`src/include/hpsm_regs.svh`:
```
// register offsets, field positions, reset values and timing counts for the schedule maps
`ifndef HPSM_REGS_SVH
`define HPSM_REGS_SVH
`define HPSM_OFF_PERIODIC_FINAL 8'hae
`define HPSM_OFF_ASYNC_DONE 8'hb0
`define HPSM_OFF_ASYNC_BYPASS 8'hb2
`define HPSM_OFF_ASYNC_FINAL 8'hb4
`define HPSM_OFF_HW_MODE 8'hb6
`define HPSM_RST_FINAL 16'h0000
`define HPSM_RST_DONE 16'h0000
`define HPSM_RST_BYPASS 16'hffff
`define HPSM_RST_HW_MODE 16'h0000
`define HPSM_HW_MODE_MASK 16'h1e7f
`define HPSM_BIT_ID_SAMPLER 12
`define HPSM_BIT_PERIPH_DMA 11
`define HPSM_BIT_SHARED_IRQ 10
`define HPSM_BIT_SHARED_DMA 9
`define HPSM_BIT_ACK_POL 6
`define HPSM_BIT_REQ_POL 5
`define HPSM_BIT_BUS_WIDTH 4
`define HPSM_BIT_IF_LOCK 3
`define HPSM_BIT_IRQ_POL 2
`define HPSM_BIT_IRQ_TRIG 1
`define HPSM_BIT_IRQ_EN 0
`define HPSM_BYPASS_SETTLE_NS 100
`define HPSM_CLK_PERIOD_NS 4
`define HPSM_BYPASS_SETTLE_CYC ((`HPSM_BYPASS_SETTLE_NS + `HPSM_CLK_PERIOD_NS - 1) / `HPSM_CLK_PERIOD_NS)
`endif

```
`src/include/hpsm_pkg.sv`:
```
// types shared by the schedule map logic
package hpsm_pkg;
  typedef logic [15:0] hpsm_map_t;
  typedef logic [3:0] hpsm_idx_t;
  typedef enum logic [2:0] {
    HPSM_IDLE = 3'b001,
    HPSM_SCAN = 3'b010,
    HPSM_BUSY = 3'b100
  } hpsm_state_e;
endpackage

```
`src/include/hpsm_scan_if.sv`:
```
// scanner hookup between the register bank and one category scanner
interface hpsm_scan_if;
  logic [15:0] final_map;
  logic [15:0] bypass_map;
  logic [15:0] valid_map;
  logic enable;
  logic issue;
  logic [3:0] issue_idx;
  logic [3:0] cur_idx;
  logic busy;
  modport bank (output final_map, output bypass_map, output valid_map, output enable,
    input issue, input issue_idx, input cur_idx, input busy);
  modport scan (input final_map, input bypass_map, input valid_map, input enable,
    output issue, output issue_idx, output cur_idx, output busy);
endinterface

```
`src/rtl/hpsm_scanner.sv`:
```
// round-robin descriptor scanner for one transfer category
`include "hpsm_regs.svh"
module hpsm_scanner
  import hpsm_pkg::*;
(
  input wire logic i_clk_sys,
  input wire logic i_rst,
  input wire logic i_exec_done,
  hpsm_scan_if.scan sif
);
  hpsm_state_e state_r, state_nxt;
  hpsm_idx_t idx_r, idx_nxt;
  logic issue_nxt;
  logic wrap;
  logic take;

  ////////////////////////////////////////////////////////////////////////
  // scan control
  always_comb begin
    state_nxt = state_r;
    idx_nxt = idx_r;
    issue_nxt = 1'b0;
    // final flag ends the pass; no flag means all 16 are scanned
    wrap = sif.final_map[idx_r] || (idx_r == 4'hf);
    // bypass bit hides a descriptor even when it is valid
    take = sif.valid_map[idx_r] && !sif.bypass_map[idx_r];
    case (state_r)
      HPSM_IDLE: begin
        idx_nxt = 4'h0;
        if (sif.enable) begin
          state_nxt = HPSM_SCAN;
        end
      end
      HPSM_SCAN: begin
        if (!sif.enable) begin
          state_nxt = HPSM_IDLE;
        end else if (take) begin
          issue_nxt = 1'b1;
          state_nxt = HPSM_BUSY;
        end else begin
          idx_nxt = wrap ? 4'h0 : idx_r + 4'h1;
        end
      end
      HPSM_BUSY: begin
        if (i_exec_done) begin
          state_nxt = HPSM_SCAN;
          idx_nxt = wrap ? 4'h0 : idx_r + 4'h1;
        end
      end
      default: state_nxt = HPSM_IDLE;
    endcase
  end

  always_ff @(posedge i_clk_sys) begin
    if (i_rst) begin
      state_r <= HPSM_IDLE;
      idx_r <= 4'h0;
      sif.issue <= 1'b0;
    end else begin
      state_r <= state_nxt;
      idx_r <= idx_nxt;
      sif.issue <= issue_nxt;
    end
  end

  assign sif.issue_idx = idx_r;
  assign sif.cur_idx = idx_r;
  assign sif.busy = (state_r == HPSM_BUSY);
endmodule // hpsm_scanner

```
`src/rtl/hpsm_bank.sv`:
```
// schedule map register bank: final, completion and bypass maps plus hardware mode
// Operation
// - a final-flag bit marks the last descriptor examined in its category
// - after the final descriptor, scanning resumes from descriptor zero
// - periodic final map: 16-bit read/write, resets to zero
// - async final map: 16-bit read/write, one-hot, resets to zero; the code stores any written pattern, zero included
// - async completion map: 16-bit read-only, one bit per descriptor, resets zero
// - a completing descriptor sets its completion bit at once
// - reading a completion map clears the whole map; a completion in the same cycle still sets its bit
// - async bypass map: 16-bit read/write, resets to all ones
// - a bypassed descriptor is never processed even when valid
// - hardware mode register: 16-bit read/write, resets zero, fixed field positions
// - with master enable clear the interrupt output is never asserted
// - bus width bit: zero selects 16-bit bus, one selects 8-bit
// - trigger bit: zero level output, one a pulse of set width
`include "hpsm_regs.svh"
module hpsm_bank
  import hpsm_pkg::*;
(
  input wire logic i_clk_sys,
  input wire logic i_rst,
  input wire logic [7:0] i_addr,
  input wire logic [15:0] i_wdata,
  input wire logic [1:0] i_byte_en,
  input wire logic i_wr,
  input wire logic i_rd,
  input wire logic [15:0] i_async_valid,
  input wire logic i_async_exec_done,
  input wire logic i_irq_event,
  input wire logic [7:0] i_irq_pulse_clks,
  output logic [15:0] o_rdata,
  output logic o_rvalid,
  output logic o_async_issue,
  output logic [3:0] o_async_issue_idx,
  output logic [15:0] o_periodic_final_map,
  output logic [15:0] o_hw_mode,
  output logic o_bus_8bit,
  output logic o_irq
);
  hpsm_map_t periodic_final_r, periodic_final_nxt;
  hpsm_map_t async_final_r, async_final_nxt;
  hpsm_map_t async_bypass_r, async_bypass_nxt;
  hpsm_map_t async_done_r, async_done_nxt;
  hpsm_map_t hw_mode_r, hw_mode_nxt;
  logic [15:0] rdata_nxt;
  logic rvalid_nxt;
  logic [7:0] pulse_cnt_r, pulse_cnt_nxt;
  logic irq_evt_d_r;
  logic irq_r, irq_nxt;
  logic async_issue_r;
  logic [3:0] async_idx_r;
  logic [3:0] done_idx;
  hpsm_scan_if sif();

  // byte-lane merge so single-byte writes in 8-bit mode update only one lane
  function automatic hpsm_map_t merge(input hpsm_map_t old_v, input logic [15:0] new_v,
                                      input logic [1:0] be);
    merge = {be[1] ? new_v[15:8] : old_v[15:8], be[0] ? new_v[7:0] : old_v[7:0]};
  endfunction

  function automatic hpsm_map_t onehot(input logic [3:0] idx);
    onehot = 16'h0001 << idx;
  endfunction

  ////////////////////////////////////////////////////////////////////////
  // registers
  always_comb begin
    periodic_final_nxt = periodic_final_r;
    async_final_nxt = async_final_r;
    async_bypass_nxt = async_bypass_r;
    hw_mode_nxt = hw_mode_r;
    async_done_nxt = async_done_r;
    rdata_nxt = 16'h0000;
    rvalid_nxt = 1'b0;
    if (i_wr) begin
      if (i_addr == `HPSM_OFF_PERIODIC_FINAL) begin
        periodic_final_nxt = merge(periodic_final_r, i_wdata, i_byte_en);
      end else if (i_addr == `HPSM_OFF_ASYNC_FINAL) begin
        async_final_nxt = merge(async_final_r, i_wdata, i_byte_en);
      end else if (i_addr == `HPSM_OFF_ASYNC_BYPASS) begin
        async_bypass_nxt = merge(async_bypass_r, i_wdata, i_byte_en);
      end else if (i_addr == `HPSM_OFF_HW_MODE) begin
        hw_mode_nxt = merge(hw_mode_r, i_wdata, i_byte_en);
      end
    end
    if (i_rd) begin
      rvalid_nxt = 1'b1;
      if (i_addr == `HPSM_OFF_PERIODIC_FINAL) begin
        rdata_nxt = periodic_final_r;
      end else if (i_addr == `HPSM_OFF_ASYNC_DONE) begin
        rdata_nxt = async_done_r;
        async_done_nxt = 16'h0000;
      end else if (i_addr == `HPSM_OFF_ASYNC_BYPASS) begin
        rdata_nxt = async_bypass_r;
      end else if (i_addr == `HPSM_OFF_ASYNC_FINAL) begin
        rdata_nxt = async_final_r;
      end else if (i_addr == `HPSM_OFF_HW_MODE) begin
        rdata_nxt = hw_mode_r;
      end
    end
    // completion set wins over the read clear
    if (i_async_exec_done) begin
      async_done_nxt = async_done_nxt | onehot(done_idx);
    end
  end

  always_ff @(posedge i_clk_sys) begin
    if (i_rst) begin
      periodic_final_r <= `HPSM_RST_FINAL;
      async_final_r <= `HPSM_RST_FINAL;
      async_bypass_r <= `HPSM_RST_BYPASS;
      async_done_r <= `HPSM_RST_DONE;
      hw_mode_r <= `HPSM_RST_HW_MODE;
      o_rdata <= 16'h0000;
      o_rvalid <= 1'b0;
    end else begin
      periodic_final_r <= periodic_final_nxt;
      async_final_r <= async_final_nxt;
      async_bypass_r <= async_bypass_nxt;
      async_done_r <= async_done_nxt;
      hw_mode_r <= hw_mode_nxt;
      o_rdata <= rdata_nxt;
      o_rvalid <= rvalid_nxt;
    end
  end

  ////////////////////////////////////////////////////////////////////////
  // async list scanner
  assign sif.final_map = async_final_r;
  assign sif.bypass_map = async_bypass_r;
  assign sif.valid_map = i_async_valid;
  assign sif.enable = 1'b1;
  assign done_idx = sif.cur_idx;

  hpsm_scanner u_async_scan (
    .i_clk_sys(i_clk_sys),
    .i_rst(i_rst),
    .i_exec_done(i_async_exec_done),
    .sif(sif)
  );

  always_ff @(posedge i_clk_sys) begin
    if (i_rst) begin
      async_issue_r <= 1'b0;
      async_idx_r <= 4'h0;
    end else begin
      async_issue_r <= sif.issue;
      async_idx_r <= sif.issue_idx;
    end
  end
  assign o_async_issue = async_issue_r;
  assign o_async_issue_idx = async_idx_r;
  assign o_periodic_final_map = periodic_final_r;
  assign o_hw_mode = hw_mode_r;
  assign o_bus_8bit = hw_mode_r[`HPSM_BIT_BUS_WIDTH];

  ////////////////////////////////////////////////////////////////////////
  // interrupt pin shaping
  logic irq_active;
  always_comb begin
    pulse_cnt_nxt = pulse_cnt_r;
    irq_active = 1'b0;
    if (!hw_mode_r[`HPSM_BIT_IRQ_EN]) begin
      pulse_cnt_nxt = 8'h00;
    end else if (!hw_mode_r[`HPSM_BIT_IRQ_TRIG]) begin
      irq_active = i_irq_event;
      pulse_cnt_nxt = 8'h00;
    end else begin
      // a zero width setting still gives a one-cycle pulse
      if (i_irq_event && !irq_evt_d_r) begin
        pulse_cnt_nxt = (i_irq_pulse_clks == 8'h00) ? 8'h01 : i_irq_pulse_clks;
      end else if (pulse_cnt_r != 8'h00) begin
        pulse_cnt_nxt = pulse_cnt_r - 8'h01;
      end
      irq_active = (pulse_cnt_nxt != 8'h00);
    end
    // polarity applied last so the idle level is right from reset
    irq_nxt = hw_mode_r[`HPSM_BIT_IRQ_POL] ? irq_active : !irq_active;
  end

  always_ff @(posedge i_clk_sys) begin
    if (i_rst) begin
      pulse_cnt_r <= 8'h00;
      irq_evt_d_r <= 1'b0;
      irq_r <= 1'b1;
    end else begin
      pulse_cnt_r <= pulse_cnt_nxt;
      irq_evt_d_r <= i_irq_event;
      irq_r <= irq_nxt;
    end
  end
  assign o_irq = irq_r;
endmodule // hpsm_bank

```
`config.mk`:
```
export PLATFORM = sky130hd
export DESIGN_NAME = hpsm_bank
export DESIGN_NICKNAME = d
export VERILOG_FILES = /design/src/include/hpsm_pkg.sv /design/src/include/hpsm_scan_if.sv /design/src/rtl/hpsm_scanner.sv /design/src/rtl/hpsm_bank.sv
export VERILOG_INCLUDE_DIRS = /design/src /design/src/include
export SDC_FILE = /design/constraint.sdc
export NUM_CORES = 1
export LEC_CHECK = 0
export ABC_AREA = 1
export BUFFER_PORTS_ARGS = -buffer_cell sky130_fd_sc_hd__buf_2
export CAP_MARGIN = 20
export CORE_ASPECT_RATIO = 1.1
export CORE_UTILIZATION = 40
export CTS_BUF_LIST = sky130_fd_sc_hd__clkbuf_8
export DETAILED_ROUTE_END_ITERATION = 16
export PLACE_DENSITY = 0.67
export RECOVER_POWER = 50
export SETUP_SLACK_MARGIN = 0.15
export SLEW_MARGIN = 20
export SYNTH_ARGS = -nofsm -noshare
export SYNTH_HDL_FRONTEND = slang
export SYNTH_SLANG_ARGS = --single-unit
```
`constraint.sdc`:
```
create_clock -name i_clk_sys -period 1.4 [get_ports i_clk_sys]
set_input_delay 0.14 -clock i_clk_sys [delete_from_list [all_inputs] [get_ports i_clk_sys]]
set_output_delay 0.14 -clock i_clk_sys [all_outputs]
set_load 0.01 [all_outputs]
```
==> impl_results.md <==
* Netlist Area Pre-Place at 0.005475 mm²
* Drt total wl at 17.22 mm
* Relative slew slack at 0.5496
* Synthesized flop and latch total at 120
* Final hold violation count at 0
* Synth Area in Simple Gates at 0.2619
* Die Y at 124.7 µm
* P_leak at 3.424 nW
* Global route overflow at 0
* First-pass GRT wire length at roughly 27 mm
* Total global-route track usage at 0.2453
* Filler cells at 1216
* Power per cell area at 997.0 mW/mm²
* CP max stage delay at 0.34 ns
* Post-synth EDFFs at 0
* CTS buffer count at 17
* XOR/XNOR Fraction of Synth Area at 0.004799
* Worst hold margin at around 0.020 ns
* Post-route setup slack at -0.1831 ns
* Clock period minus worst slack at 1.583 ns
* Clock skew at around 0.0084 ns
* Final setup viols at 11
* CTS root buf: clkbuf_8
* Share of cells above drive strength 1 at 0.3306
* H-Tree Depth at 4
* Crit-path slowest cell: dfxtp_2
* Final net count at 1010
* Crit path DAT at 1.90 ns
* Sequential Area at ~0.0024 mm²
* Syn Area/Cell at 7.262 µm²
* Vias in the first global route at 5488
* Ant diodes at 0
* Crit-path max FO at 5
* HP Class: input port to register
* DRC at 0
* Dpl hpwl at 12.23 mm
* Fmax at 631.7 MHz
* Adder-Cell Fraction of Synth Area at 0.01828
* PortBufs at 111
* Final ANT Viol Nets at 0
* Floorplan core area at 0.01327 mm²
* Routed length on met2 at 8.239 mm
* Met3 WL post-DR at roughly 850 µm
* Status: finished, violations left
* Worst VDD drop at 553.2 µV
* Largest family of logic cells by synthesized area: simple AND/OR/NAND/NOR gates
* Pre-antenna DRT Iters at 7
* Top FF cell, synth: dfxtp_1
* Failing checks: setup timing
* Area delta synth->final at 44.10%
* Register area share after synthesis at 0.4388
* Cell variety after synth at 34
* Period utilization at 1.131
* Area occupied by multi-input gates at between 0.003 and 0.004 mm²
* Post-Syn Nets at 818
* Crit-path cells: inv_4 > ha_2 > nand2_1 > nand2_1 > nand2_1 > nand3_2 > nand2_1 > nor2_1 > nand2_1 > nor2_1 > nand3_1 > nand3_1 > nand3_1
* Routed vias/inst at between 5 and 6
* Yosys warning total at 0
* Bufs on Longest Clock Path at 2
* CTS tree: yes
* RSZ-0062 raised after global routing: yes
* Die outline width at 113.6 µm
* Clock Pin Slew Worst Setup and Hold Paths at approximately 0.080 ns
* Slew Limit Fails at 0
* Worst-Margin Slew at slightly below 0.7 ns
* Vias at 5841
* Met1 wire length at roughly 8 mm
* DR WL/cell at 15.06 µm
* Design Area, Final at between 0.007 and 0.008 mm²
* Number of top-level pins at approximately 110
* Initial core utilization at 0.4127
* GPL Wtd Cong at 0.8449
* Synth Area in Compound Gates at 0.1892
* Antenna violations before repair at 0
* Floorplan row count at 44
* WP data required at 1.72 ns
* Crit Path Class: register to register
* Multiplexer share of the synthesized area at 0
* Die ar. at 0.01416 mm²
* Skew-Pair Late Insertion Delay at 0.44 ns
* Mapped Cells at around 750
* CTS sink cnt at 120
* CP Capture Type: register
* Max_cap viols at 0
* Pin count of the biggest net entering global routing at 32
* Critical Path Most Common Cell: nand2_1
* Initial DRC count at 390
* Crit start category: register
* Cell area after placement at between 0.006 and 0.007 mm²
* Post-synth ARST share at 0
* Top routing layer in use: met4
cells in the final DEF, fill, tap and decap left out, types with 4 or more instances in the layout:
master,instances
clkinv_1,4
dfxtp_1,114
nand3_2,25
buf_4,56
clkinv_4,4
clkbuf_8,17
a211oi_2,16
dfxtp_2,5
bufinv_16,4
a21oi_1,57
o21ai_0,35
a221oi_1,15
a21oi_2,7
nor2_1,48
nor2_4,5
ha_4,5
nand3_1,46
nand2_4,4
nor2_2,17
clkinvlp_4,5
nand4_1,5
dlygate4sd3_1,18
inv_2,6
buf_12,5
o21ai_2,9
o21ai_1,12
clkbuf_1,39
inv_1,68
nand2_2,15
buf_2,74
nand2_1,152
buf_6,10
o211ai_1,15
timing repair:
action,in CTS,in global routing
buffers inserted,11,5
gates resized for setup,51,86
pin swaps,30,31
setup endpoints to repair,20,35
hold buffers,18,0
hold endpoints to repair,20,0
where the power goes:
| part | switching [W] | internal, W | total (W) |
|---|---|---|---|
| combinational | 0.000547 | 0.000380 | 0.000927 |
| sequential | 0.0000400 | 0.00346 | 0.00350 |
| clock | 0.00150 | 0.00194 | 0.00344 |
flip-flops by register name, indices dropped and copies added (netlist names):
name	count
async_bypass_r	16
async_done_r	16
async_final_r	16
o_hw_mode	16
o_periodic_final_map	16
o_rdata	16
pulse_cnt_r	8
o_async_issue_idx	4
u_async_scan.sif.cur_idx	4
u_async_scan.state_r	3
irq_evt_d_r	1
o_async_issue	1
o_irq	1
o_rvalid	1
u_async_scan.sif.issue	1
area by class of cell:
class                   instances  share of cell area
multi-input cells             516              0.3926
flip-flops and latches        120              0.3057
repair buffers                207              0.1733
inverters                      84             0.04377
clock buffers                  17             0.02965
well taps                     184             0.02918
clock inverters                15             0.02569
logic make-up (layout without fill, tap and decap cells):
| logic type | after synthesis | after routing |
|---|---|---|
| buffers and inverters | 118 | 323 |
| XOR/XNOR | 3 | 3 |
| AO/OA/AOI/OAI | 173 | 173 |
| AND/OR/NAND/NOR | 332 | 332 |
| adder cells (fa/ha/maj) | 8 | 8 |
| flip-flops | 120 | 120 |
Yosys cell counts (2+ instances only):
| cell type | count | area [µm²] |
|---|---|---|
| dfxtp_1 | 120 | 2402 |
| a211oi_2 | 4 | 50.05 |
| o21ai_0 | 56 | 280.3 |
| a211oi_1 | 12 | 90.09 |
| clkinv_1 | 5 | 18.77 |
| buf_4 | 2 | 15.01 |
| inv_1 | 78 | 292.8 |
| ha_1 | 8 | 100.1 |
| nand4_1 | 5 | 31.28 |
| buf_6 | 2 | 22.52 |
| a31oi_1 | 2 | 12.51 |
| nand3_1 | 73 | 365.4 |
| a32oi_1 | 2 | 17.52 |
| a221oi_1 | 15 | 131.4 |
| buf_2 | 9 | 45.04 |
| clkbuf_1 | 21 | 78.83 |
| xor2_1 | 3 | 26.28 |
| nor3_1 | 4 | 20.02 |
| a21oi_1 | 64 | 320.3 |
| nor3_4 | 3 | 48.80 |
| nand2_1 | 170 | 638.1 |
| o211ai_1 | 15 | 112.6 |
| or2_2 | 2 | 12.51 |
| nor2_1 | 69 | 259.0 |
metrics by stage:
step	setup WS [ns]	util	cells	total power, W	TNS (ns)
after floorplan	-0.05972	-	754	0.003978	-0.05972
after global placement	-0.1901	0.5118	1077	0.004285	-7.250
after detailed placement	-0.2340	0.5118	1077	0.004291	-8.695
after CTS	-0.1950	0.5798	1138	0.007802	-0.4639
after global routing	-0.3507	0.5947	1143	0.008169	-2.367
final	-0.1831	0.5947	1143	0.007866	-0.9804
worst paths after layout:
| path | to | slack, ns | cells past startpoint | from |
|---|---|---|---|---|
| hold / removal | pulse_cnt_r[4]$_SDFF_PP0_ | 0.02 | 3 | i_irq_pulse_clks[4] |
| setup reg to reg | o_irq$_SDFF_PP1_ | -0.18 | 13 | pulse_cnt_r[0]$_SDFF_PP0_ |
| setup / recovery | o_irq$_SDFF_PP1_ | -0.18 | 13 | pulse_cnt_r[0]$_SDFF_PP0_ |
| hold reg to reg | o_async_issue$_SDFF_PP0_ | 0.40 | 2 | u_async_scan.sif.issue$_SDFF_PP0_ |
per-layer routing:
metal	GRT usage	up-vias
met1	0.3213	2744
met3	0.05061	25
li1	-	2903
met4	0.07663	0
met2	0.4014	169
met5	0	-
critical path: cells and delay by family, from the launching register on:
family        cells  cell delay, ns
fa+ha+maj         1            0.23
buf+inv           1            0.07
flops             1            0.34
simple gates     11            0.83
Note: power is estimated with default switching activity, not from simulation.
